[config.mk]
export PLATFORM = sky130hd
export DESIGN_NAME = rst_supply_mgr
export DESIGN_NICKNAME = d
export VERILOG_FILES = /design/src/rst_supply_pkg.sv /design/src/rst_supply_mgr.sv
export VERILOG_INCLUDE_DIRS = /design/src
export SDC_FILE = /design/constraint.sdc
export NUM_CORES = 1
export LEC_CHECK = 0
export ABC_CLOCK_PERIOD_IN_PS = 1600
export BUFFER_PORTS_ARGS = -buffer_cell sky130_fd_sc_hd__buf_2
export CELL_PAD_IN_SITES_DETAIL_PLACEMENT = 1
export CELL_PAD_IN_SITES_GLOBAL_PLACEMENT = 2
export CORE_ASPECT_RATIO = 1.75
export CORE_UTILIZATION = 24
export DETAILED_ROUTE_END_ITERATION = 8
export PLACE_DENSITY = 0.86
export SLEW_MARGIN = 5
export SYNTH_ARGS = -nofsm -noshare
export SYNTH_HDL_FRONTEND = slang
export SYNTH_SLANG_ARGS = --single-unit
[constraint.sdc]
create_clock -name CORE_CLK -period 1.6 [get_ports CORE_CLK]
set_clock_uncertainty 0.15 [all_clocks]
set_input_delay 0.32 -clock CORE_CLK [delete_from_list [all_inputs] [get_ports CORE_CLK]]
set_output_delay 0.32 -clock CORE_CLK [all_outputs]
set_load 0.05 [all_outputs]
[src/rst_supply_map.svh]
// register map, field positions, reset values and timing counts for the reset and supply manager
`ifndef RST_SUPPLY_MAP_SVH
`define RST_SUPPLY_MAP_SVH

// byte offsets on the register bus
`define OFF_CLOCK_CONTROL 12'h000
`define OFF_RESET_CAUSE 12'h004
`define OFF_POWER_CONTROL 12'h008
`define OFF_IRQ_STATUS 12'h00c
`define OFF_IRQ_MASK 12'h010
`define OFF_BOOT_VECTOR 12'h014

// clock_control_reg fields
`define CCR_HALT_ENABLE 0
`define CCR_SOFT_ALLOW 1
`define CCR_SOFT_TRIGGER 2

// reset_cause_flags_reg fields
`define CFR_SOFT 0
`define CFR_WDOG 1
`define CFR_WAKE 2
`define CFR_RTC 3
`define CFR_W 4

// power_control_reg fields
`define PCR_LP_IN_WAIT 0
`define PCR_MAIN_STABLE 1
`define PCR_LP_REG_OFF 2
`define PCR_LP_DET_OFF 3
`define PCR_BACKUP_BYPASS 4

// interrupt status bits
`define IRQ_MAIN_STABLE 0
`define IRQ_UV_EVENT 1
`define IRQ_W 2

// release stretch
`define REF_CYCLES 12'd2048
`define HALF_CYCLES 12'd8
`define RELEASE_CNT 12'd2064
`define CNT_W 12
`define SETTLE_CNT 8'd64
`define VECTOR_ADDR 32'h0000_0000

`endif

[src/rst_supply_pkg.sv]
// types shared by the reset and supply manager
package rst_supply_pkg;
  typedef enum logic [1:0] {ST_HOLD, ST_STRETCH, ST_RUN} rst_state_t;
endpackage

[src/rst_supply_mgr.sv]
// reset gathering, release stretch, cause flags and regulator control
`include "rst_supply_map.svh"
`timescale 1ns/1ps
`default_nettype none

module rst_supply_mgr (
  // clock and reset
  input wire logic CORE_CLK,
  input wire logic RST_N,
  // apb slave
  input wire logic PSEL,
  input wire logic PENABLE,
  input wire logic PWRITE,
  input wire logic [11:0] PADDR,
  input wire logic [31:0] PWDATA,
  output logic [31:0] PRDATA,
  output logic PREADY,
  output logic PSLVERR,
  // reset sources
  input wire logic EXT_RESET_PIN_N,
  input wire logic UV_MAIN_LOW,
  input wire logic UV_BACKUP_LOW,
  input wire logic WDOG_EXPIRED,
  input wire logic WAKE_PIN,
  input wire logic RTC_ALARM,
  // power state
  input wire logic STANDBY,
  input wire logic WAIT_FOR_IRQ,
  input wire logic MAIN_REG_SETTLED,
  input wire logic BACKUP_SUPPLY_PRESENT,
  // reset outputs
  output logic SYS_RESET_N,
  output logic IO_RESET_N,
  output logic PC_LOAD,
  output logic [31:0] PC_VECTOR_ADDR,
  // regulator and clock control
  output logic MAIN_REG_ON,
  output logic LP_REG_ON,
  output logic LP_REG_BYPASS,
  output logic UV_MAIN_EN,
  output logic UV_BACKUP_EN,
  output logic DOMAIN_SWITCH_ON,
  output logic PLL_EN,
  output logic SLOW_CLK_LIMIT,
  output logic HALF_REF_CLOCK_EN,
  // interrupt
  output logic IRQ
);

  rst_supply_pkg::rst_state_t state_reg;
  logic [`CNT_W-1:0] cnt_reg;
  logic half_reg;
  logic [7:0] settle_reg;
  logic halt_en_reg;
  logic soft_allow_reg;
  logic soft_req_reg;
  logic [`CFR_W-1:0] cause_reg;
  logic lp_in_wait_reg;
  logic lp_off_reg;
  logic lp_det_off_reg;
  logic bypass_reg;
  logic stable_reg;
  logic [`IRQ_W-1:0] irq_stat_reg;
  logic [`IRQ_W-1:0] irq_mask_reg;
  logic [`IRQ_W-1:0] irq_set;
  logic main_on;
  logic uv_any;
  logic wdog_src;
  logic wake_src;
  logic rtc_src;
  logic any_src;
  logic pin_rst;
  logic wr;
  logic rd;
  logic stable_prev_reg;

  // pin reset acts combinationally into the reset chain, with no clock needed
  assign pin_rst = ~EXT_RESET_PIN_N;
  assign uv_any = UV_MAIN_LOW | (UV_BACKUP_LOW & ~lp_det_off_reg);
  assign wdog_src = WDOG_EXPIRED;
  assign wake_src = STANDBY & WAKE_PIN;
  assign rtc_src = STANDBY & RTC_ALARM;
  // assumed: pin held low through supply ramp, so no power-on detector here
  assign any_src = pin_rst | uv_any | wdog_src | wake_src | rtc_src | soft_req_reg;
  assign main_on = ~STANDBY & ~(lp_in_wait_reg & WAIT_FOR_IRQ);
  assign wr = PSEL & PENABLE & PWRITE;
  assign rd = PSEL & ~PWRITE;

  // release sequencer; the half-rate enable toggles every cycle whenever no reset source or RST_N is active
  always_ff @(posedge CORE_CLK or posedge pin_rst) begin
    if (pin_rst) begin
      state_reg <= rst_supply_pkg::ST_HOLD;
      cnt_reg <= '0;
      half_reg <= 1'b0;
    end else if (!RST_N || any_src) begin
      state_reg <= rst_supply_pkg::ST_HOLD;
      cnt_reg <= '0;
      half_reg <= 1'b0;
    end else begin
      half_reg <= ~half_reg;
      case (state_reg)
        rst_supply_pkg::ST_HOLD: begin
          // one extra cycle here covers synchronising the release edge
          state_reg <= rst_supply_pkg::ST_STRETCH;
          cnt_reg <= '0;
        end
        rst_supply_pkg::ST_STRETCH: begin
          if (cnt_reg == `RELEASE_CNT - 12'd1) begin
            state_reg <= rst_supply_pkg::ST_RUN;
          end
          cnt_reg <= cnt_reg + 12'd1;
        end
        default: begin
          state_reg <= rst_supply_pkg::ST_RUN;
        end
      endcase
    end
  end

  // reset and start outputs
  always_ff @(posedge CORE_CLK or posedge pin_rst) begin
    if (pin_rst) begin
      SYS_RESET_N <= 1'b0;
      IO_RESET_N <= 1'b0;
      PC_LOAD <= 1'b0;
      HALF_REF_CLOCK_EN <= 1'b0;
    end else if (!RST_N) begin
      SYS_RESET_N <= 1'b0;
      IO_RESET_N <= 1'b0;
      PC_LOAD <= 1'b0;
      HALF_REF_CLOCK_EN <= 1'b0;
    end else begin
      SYS_RESET_N <= (state_reg == rst_supply_pkg::ST_RUN) && !any_src;
      IO_RESET_N <= (state_reg == rst_supply_pkg::ST_RUN) && !any_src;
      PC_LOAD <= (state_reg == rst_supply_pkg::ST_STRETCH) &&
                 (cnt_reg == `RELEASE_CNT - 12'd1) && !any_src;
      HALF_REF_CLOCK_EN <= half_reg;
    end
  end

  always_ff @(posedge CORE_CLK) begin
    PC_VECTOR_ADDR <= `VECTOR_ADDR;
  end

  // cause flags survive soft, watchdog, wake and alarm resets; pin, RST_N or undervoltage clears them
  always_ff @(posedge CORE_CLK or posedge pin_rst) begin
    if (pin_rst) begin
      cause_reg <= '0;
    end else if (!RST_N || uv_any) begin
      cause_reg <= '0;
    end else if (state_reg == rst_supply_pkg::ST_RUN && any_src) begin
      cause_reg <= '0;
      cause_reg[`CFR_SOFT] <= soft_req_reg;
      cause_reg[`CFR_WDOG] <= wdog_src;
      cause_reg[`CFR_WAKE] <= wake_src;
      cause_reg[`CFR_RTC] <= rtc_src;
    end
  end

  // clock control register; the trigger self-clears once reset begins
  always_ff @(posedge CORE_CLK or posedge pin_rst) begin
    if (pin_rst) begin
      halt_en_reg <= 1'b0;
      soft_allow_reg <= 1'b0;
      soft_req_reg <= 1'b0;
    end else if (!RST_N) begin
      halt_en_reg <= 1'b0;
      soft_allow_reg <= 1'b0;
      soft_req_reg <= 1'b0;
    end else if (state_reg != rst_supply_pkg::ST_RUN) begin
      soft_req_reg <= 1'b0;
    end else if (wr && PADDR == `OFF_CLOCK_CONTROL) begin
      halt_en_reg <= PWDATA[`CCR_HALT_ENABLE];
      soft_allow_reg <= PWDATA[`CCR_SOFT_ALLOW];
      soft_req_reg <= PWDATA[`CCR_SOFT_TRIGGER] && halt_en_reg && soft_allow_reg;
    end
  end

  // power control register
  always_ff @(posedge CORE_CLK or posedge pin_rst) begin
    if (pin_rst) begin
      lp_in_wait_reg <= 1'b0;
      lp_off_reg <= 1'b0;
      lp_det_off_reg <= 1'b0;
      bypass_reg <= 1'b0;
    end else if (!RST_N) begin
      lp_in_wait_reg <= 1'b0;
      lp_off_reg <= 1'b0;
      lp_det_off_reg <= 1'b0;
      bypass_reg <= 1'b0;
    end else if (wr && PADDR == `OFF_POWER_CONTROL) begin
      lp_in_wait_reg <= PWDATA[`PCR_LP_IN_WAIT];
      // low-power regulator may only go off with backup supply there
      lp_off_reg <= PWDATA[`PCR_LP_REG_OFF] && BACKUP_SUPPLY_PRESENT;
      bypass_reg <= PWDATA[`PCR_BACKUP_BYPASS] && BACKUP_SUPPLY_PRESENT;
      lp_det_off_reg <= PWDATA[`PCR_LP_DET_OFF] && PWDATA[`PCR_LP_REG_OFF] &&
                        BACKUP_SUPPLY_PRESENT;
    end
  end

  // settle timer; flag only after regulator on and reporting settled
  always_ff @(posedge CORE_CLK) begin
    if (!RST_N || !main_on || !MAIN_REG_SETTLED) begin
      settle_reg <= '0;
      stable_reg <= 1'b0;
    end else if (settle_reg == `SETTLE_CNT) begin
      stable_reg <= 1'b1;
    end else begin
      settle_reg <= settle_reg + 8'd1;
    end
  end

  // regulator, detector and domain outputs
  always_ff @(posedge CORE_CLK) begin
    if (!RST_N || pin_rst) begin
      MAIN_REG_ON <= 1'b1;
      LP_REG_ON <= 1'b1;
      LP_REG_BYPASS <= 1'b0;
      UV_MAIN_EN <= 1'b1;
      UV_BACKUP_EN <= 1'b1;
      DOMAIN_SWITCH_ON <= 1'b1;
      PLL_EN <= 1'b0;
      SLOW_CLK_LIMIT <= 1'b1;
    end else begin
      MAIN_REG_ON <= main_on;
      LP_REG_ON <= ~lp_off_reg;
      LP_REG_BYPASS <= bypass_reg;
      UV_MAIN_EN <= 1'b1;
      UV_BACKUP_EN <= ~(lp_det_off_reg & lp_off_reg);
      DOMAIN_SWITCH_ON <= ~STANDBY;
      PLL_EN <= main_on & stable_reg;
      SLOW_CLK_LIMIT <= ~main_on;
    end
  end

  // interrupts: stable rising edge and undervoltage event; set beats clear
  assign irq_set = {uv_any, stable_reg & ~stable_prev_reg};

  // pin reset must also restore mask and status to their reset values
  always_ff @(posedge CORE_CLK) begin
    if (!RST_N || pin_rst) begin
      stable_prev_reg <= 1'b0;
      irq_stat_reg <= '0;
      irq_mask_reg <= '0;
    end else begin
      stable_prev_reg <= stable_reg;
      if (wr && PADDR == `OFF_IRQ_STATUS) begin
        irq_stat_reg <= (irq_stat_reg & ~PWDATA[`IRQ_W-1:0]) | irq_set;
      end else begin
        irq_stat_reg <= irq_stat_reg | irq_set;
      end
      if (wr && PADDR == `OFF_IRQ_MASK) begin
        irq_mask_reg <= PWDATA[`IRQ_W-1:0];
      end
    end
  end

  always_ff @(posedge CORE_CLK) begin
    if (!RST_N || pin_rst) begin
      IRQ <= 1'b0;
    end else begin
      IRQ <= |(irq_stat_reg & irq_mask_reg);
    end
  end

  // apb: zero wait; read data registered in setup cycle, unmapped reads zero with error
  always_ff @(posedge CORE_CLK) begin
    if (!RST_N) begin
      PRDATA <= '0;
      PREADY <= 1'b0;
      PSLVERR <= 1'b0;
    end else begin
      PREADY <= PSEL & ~PENABLE;
      PSLVERR <= 1'b0;
      PRDATA <= '0;
      if (PSEL && !PENABLE) begin
        if (PADDR == `OFF_CLOCK_CONTROL) begin
          PRDATA[`CCR_HALT_ENABLE] <= halt_en_reg;
          PRDATA[`CCR_SOFT_ALLOW] <= soft_allow_reg;
        end else if (PADDR == `OFF_RESET_CAUSE) begin
          PRDATA[`CFR_W-1:0] <= cause_reg;
        end else if (PADDR == `OFF_POWER_CONTROL) begin
          PRDATA[`PCR_LP_IN_WAIT] <= lp_in_wait_reg;
          PRDATA[`PCR_MAIN_STABLE] <= stable_reg;
          PRDATA[`PCR_LP_REG_OFF] <= lp_off_reg;
          PRDATA[`PCR_LP_DET_OFF] <= lp_det_off_reg;
          PRDATA[`PCR_BACKUP_BYPASS] <= bypass_reg;
        end else if (PADDR == `OFF_IRQ_STATUS) begin
          PRDATA[`IRQ_W-1:0] <= irq_stat_reg;
        end else if (PADDR == `OFF_IRQ_MASK) begin
          PRDATA[`IRQ_W-1:0] <= irq_mask_reg;
        end else if (PADDR == `OFF_BOOT_VECTOR) begin
          PRDATA <= `VECTOR_ADDR;
        end else begin
          PSLVERR <= 1'b1;
        end
      end
    end
  end

endmodule

`default_nettype wire

; Yosys cells after proc, flatten, opt, wreduce, memory -nomap -nowiden
; Index checks and enable logic that the tools add are counted.
[op_classes]
add_sub_neg = 2
n_eq_ne = 15
bitwise = 34
n_reduce_logical = 35
mux = 44
[op_table]
columns = op, count
row1 = $mux W32, 7
row2 = $eq A12 B4 Y1 const B, 2
row3 = $eq A12 B5 Y1 const B, 2
row4 = $pmux W12 S2, 1
row5 = $mux W1, 22
row6 = $logic_and A1 B1 Y1, 15
row7 = $add A12 B1 Y12 const B, 1
row8 = $eq A12 B12 Y1 const B, 1
row9 = $eq A12 B3 Y1 const B, 1
row10 = $logic_not A12 Y1, 1
row11 = $mux W12, 1
row12 = $mux W2, 6
row13 = $mux W4, 3
row14 = $not A1 Y1, 12
row15 = $and A1 B1 Y1, 11
row16 = $add A8 B1 Y8 const B, 1
row17 = $eq A8 B7 Y1 const B, 1
row18 = $reduce_or A7 Y1, 1
row19 = $mux W3, 2
row20 = $or A1 B1 Y1, 6
row21 = $logic_not A1 Y1, 5
row22 = $logic_or A1 B1 Y1, 5
row23 = $mux W5, 1
row24 = $and A2 B2 Y2, 2
row25 = other kinds (16), 20
[totals]
ff_bits = 85
in_bits = 59
output_inout_bits = 79
wordCells = 163

; Longest topological paths before layout
[logic_depth]
depth_word = 13
depth_mapped = 6
ltp_nobuf = 5

; Least setup slack after synthesis
; OpenSTA, ideal clock, no wires.
[synth_timing]
path_kind = input-to-reg
from = in PADDR[4]
to = reg bypass_reg
path_slack_ps = -89
path_stages = 5
setup_ps = 79
t_required_ps = 1371
n_path_buf = 1
t_arrival_ps = 1459
path_cell_list = buf_2 > nor4_1 > nand4_1 > nor3b_4 > mux2i_1
[synth_between]
elab_chain_len = 3
[synth_lines]
columns = item, line_no
row1 = from (decl), rst_supply_mgr.sv:14  ; input wire logic [11:0] PADDR,
row2 = $eq A12 B4 Y1 (no source line), -
row3 = $logic_and A1 B1 Y1 (no source line), -
row4 = $ne A2 B1 Y1 (no source line), -
row5 = to (signal assigned), rst_supply_mgr.sv:195  ; bypass_reg <= PWDATA[`PCR_BACKUP_BYPASS] && BACKUP_SUPPLY_PRESENT;
row6 = to (decl), rst_supply_mgr.sv:61  ; logic bypass_reg;
; No other way between the ends.
; A chain may end at the register's enable or synchronous reset.

; Worst setup path after layout
[layout_timing]
from = reg cnt_reg[1]
to = reg cnt_reg[7]
[layout_between]
elab_chain_len = 3
[layout_lines]
columns = item, line_no
row1 = from (decl), rst_supply_mgr.sv:51  ; logic [`CNT_W-1:0] cnt_reg;
row2 = from (signal assigned), rst_supply_mgr.sv:111  ; cnt_reg <= cnt_reg + 12'd1;
row3 = $add A12 B1 Y12, rst_supply_mgr.sv:111
row4 = $pmux W12 S2, rst_supply_mgr.sv:101  ; case (state_reg)
row5 = $mux W12, rst_supply_mgr.sv:95  ; end else if (!RST_N || any_src) begin
; No other way between the ends.

==> flow_results.org <==
** Route
- In the final routed layout, each cell accounts on average for 15.0 microns.
- Via count :: 2852
- Before antenna repair, the detailed router went through 4 iterations.
- In the routed layout, each cell is associated on average with a via count of 4.50.
- Post-DRT Antenna Nets :: 0
- DRT Wirelength :: 9500 microns
- After the first detailed-routing iteration, the DRC count stood at 101.
- After detailed routing, the number of remaining DRC violations is 0.

** Placement
- Placed cell area :: 3710 sq um
- Routability-driven placement congestion ratio :: 0.784
- The HPWL after detailed placement is 7090 microns.
- Port buffering added 50 buffers.

** STA
- Adding up every negative setup slack in the final design gives 0 ps.
- Achievable clock frequency :: 628 MHz
- Minimum period implied by the final worst setup slack :: 1590 ps
- Setup violations remaining at the end of the flow were counted as 0.
- Final period utilization :: 99.5%
- Pins over their slew limit :: 0
- Number of hold-slack violations in the final timing report :: 0
- Worst hold margin :: 104 ps
- Setup repair after global routing missed its margin :: yes

** Power and ir drop
- Power density over the cells :: 1020 nW/um^2
- IR analysis of the VDD net gives a maximum drop of 0.000433 V.
- The analysis attributes to cell leakage a power of 1.91 nW.
- Power comes to 4.31 mW.

** Floorplan
- Row generation in the floorplan step produced 54 rows.
- Measured along the x axis, the die boundary spans 87.9 microns.
- For this design the top-level I/O count stands at 138.
- Starting utilization of the core area :: 24.8%
- Standard cell core area :: 12500 sq um
- Vertical extent of the die :: 152 microns
- The die covers 13400 sq um.

** Worst setup path
- Data arrives at the worst endpoint at 1700 ps.
- Crit-path slowest cell :: dfrtp_1
- Peak fanout along the critical path :: 4
- CP startpoint kind :: flop
- Launching instance or port of the critical path :: cnt_reg[1]$_DFFE_PN0P_
- Largest delay share family, worst path :: simple AND/OR/NAND/NOR gates
- For this run, the slowest stage of the critical path takes 390 ps.
- Walking the worst path, the cells encountered are and4_4, nand2_2, buf_6, or3_4, o22ai_2.
- Data on the critical path is required at its endpoint by 1700 ps.
- Kind of critical path :: reg2reg
- The startpoint identified for the worst register-to-register timing path is cnt_reg[1]$_DFFE_PN0P_.
- The number of buffers and inverters on the critical path is 1.
- STA classifies the critical path endpoint as a flop.

** Global route
- The initial antenna violation count came to 0.
- The first global-routing pass estimated 14500 microns of wire.
- Largest net degree at the start of global routing :: 24
- Vias in the first global route :: 2948
- Global routing finished with a remaining overflow of 0.
- For this run, the total global-route usage over all layers was measured as 14.3%.

** Logic synthesis
- Part of the Yosys area used for sequential elements :: 42.1%
- Count of distinct cell types in the synthesized netlist :: 46
- A synthesized cell averages 8.81 sq um.
- During synthesis, Yosys emitted a total of 0 warnings.
- After technology mapping, the gate count stands at 352.
- In this run, synthesis inferred 0 flip-flops with an integrated enable.
- Cell area after technology mapping :: 3100 sq um
- Fraction of synthesis flops using an asynchronous set or reset pin :: 50.0%
- In the synthesized netlist the dominant register cell turns out to be dfxtp_1.
- Post-synthesis register bit count :: 58

** Clocking
- Clk slew on worst S/H paths :: 50 ps
- The H-tree was split into 3 levels.
- In this run, CTS created clock tree buffers numbering 9.
- Library cell used as clock root buffer :: clkbuf_16
- The longest clock path from root to sink contains 2 buffers.
- TritonCTS Sinks :: 58
- TritonCTS built the clock tree.
- At the later pin of the worst-skew pair, clock insertion delay measures 340 ps.

** Final layout
- The post-route netlist has 33.0% of its cells at a drive strength greater than 1.
- The number of antenna diodes in the final layout is 0.
- From synthesis to final layout, the design area changed by 35.9%.
- Final cell area excluding filler cells :: 4210 sq um
- In the final design database the tool counted 523 nets.
- The register with the most flip-flops in the layout has 12 of them.
- Core occupancy in the finished layout :: 33.7%

** Min path
- The worst hold path begins at PWDATA[4].
- Type of the worst min-delay path :: in2reg

** Outcome
- The run finished with clean final reports.

** Run
- The tool flagged a number of max-cap violations equal to 0.
-- cell usage in the layout, fill, tap and decap left out, drive strengths merged, types with 3 or more instances in the layout --
cell type and n:
or3 4, nand3b 3, nor2 32, conb 60
and3 7, nor2b 6, o211ai 4, o21ai 7
bufinv 3, xor2 5, buf 111, nand4 9
inv 8, a21oi 13, nand2b 5, nand3 26
dfxtp 29, clkbuf 10, ha 3, nor3 8
mux2i 12, nand2 32, a31oi 7, nor4 5
a22oi 3, dfrtp 29
-- where the power goes --
| group | total (mW) | internal (mW) | switching, mW |
|---|---|---|---|
| registers | 1.47 | 1.47 | 0.00373 |
| logic | 0.566 | 0.108 | 0.458 |
| clock network | 2.28 | 1.56 | 0.713 |
-- cell usage after synthesis, drive strengths merged, types with 8 or more instances --
| cell type | number | area [sq um] |
|---|---|---|
| nand4 | 9 | 56.3 |
| a21oi | 13 | 65.1 |
| mux2i | 12 | 120 |
| buf | 65 | 477 |
| inv | 8 | 30.0 |
| dfrtp | 29 | 726 |
| nor3 | 8 | 40.0 |
| nand3 | 26 | 135 |
| dfxtp | 29 | 581 |
| nor2 | 32 | 120 |
| nand2 | 32 | 120 |
-- final cells by class --
class	instances	area, sq um
clock inverter	6	114
inverter	8	30.0
fill	1484	8290
multi-input combinational	272	1580
sequential	58	1310
clock buffer	10	239
tap	168	210
timing repair buffer	112	736
-- through the flow --
step | worst slack (ps) | std cells
2_1_floorplan | -13.9 | 410
3_3_place_gp | -243 | 613
3_5_place_dp | -290 | 613
4_1_cts | 1.37 | 631
5_1_grt | -33.5 | 634
6_report | 7.60 | 634
-- path summary, 6_finish.rpt --
check / cells after the start / slack, ps / endpoint
hold reg to reg: 1 / 280 / irq_stat_reg[0]$_SDFF_PP0_
setup reg to reg: 5 / 8 / cnt_reg[7]$_DFFE_PN0P_
min in group asynchronous: 3 / 150 / soft_req_reg$_DFFE_PN0P_
setup / recovery: 5 / 8 / cnt_reg[7]$_DFFE_PN0P_
hold / removal: 3 / 100 / bypass_reg$_DFFE_PN0P_
max in group asynchronous: 3 / 800 / cnt_reg[2]$_DFFE_PN0P_
-- logic make-up (layout without fill, tap and decap cells) --
group,after synthesis,in the layout,synth area share [%]
XOR/XNOR,7,7,1.98
flip-flops,58,58,42.1
buffers and inverters,80,136,17.2
multiplexers,12,12,3.87
AO/OA/AOI/OAI,43,43,8.59
adder cells (fa/ha/maj),3,3,1.21
other,2,60,0.242
AND/OR/NAND/NOR,147,147,24.8
-- what timing repair did --
item	CTS	global route
buffers inserted	1	4
endpoints found under the setup margin	5	16
hold buffers	1	0
endpoints found under the hold margin	29	0
resized for setup	7	20
pin swaps	1	9
-- worst register-to-register path: cells and delay by family, from the launching register on --
kind	cells	cell delay (ps)
simple gates	3	680
flops	1	390
compound gates	1	180
buf+inv	1	120
-- metal layers --
metal | global-route usage, % | up-vias | share of wire, %
li1 | - | 1315 | -
met1 | 12.1 | 1385 | 32
met2 | 28.5 | 117 | 59
met3 | 2.55 | 35 | 4.3
met4 | 9.13 | 0 | 5.2
met5 | 0 | - | 0
No activity file was read; power rests on OpenSTA's default activity.
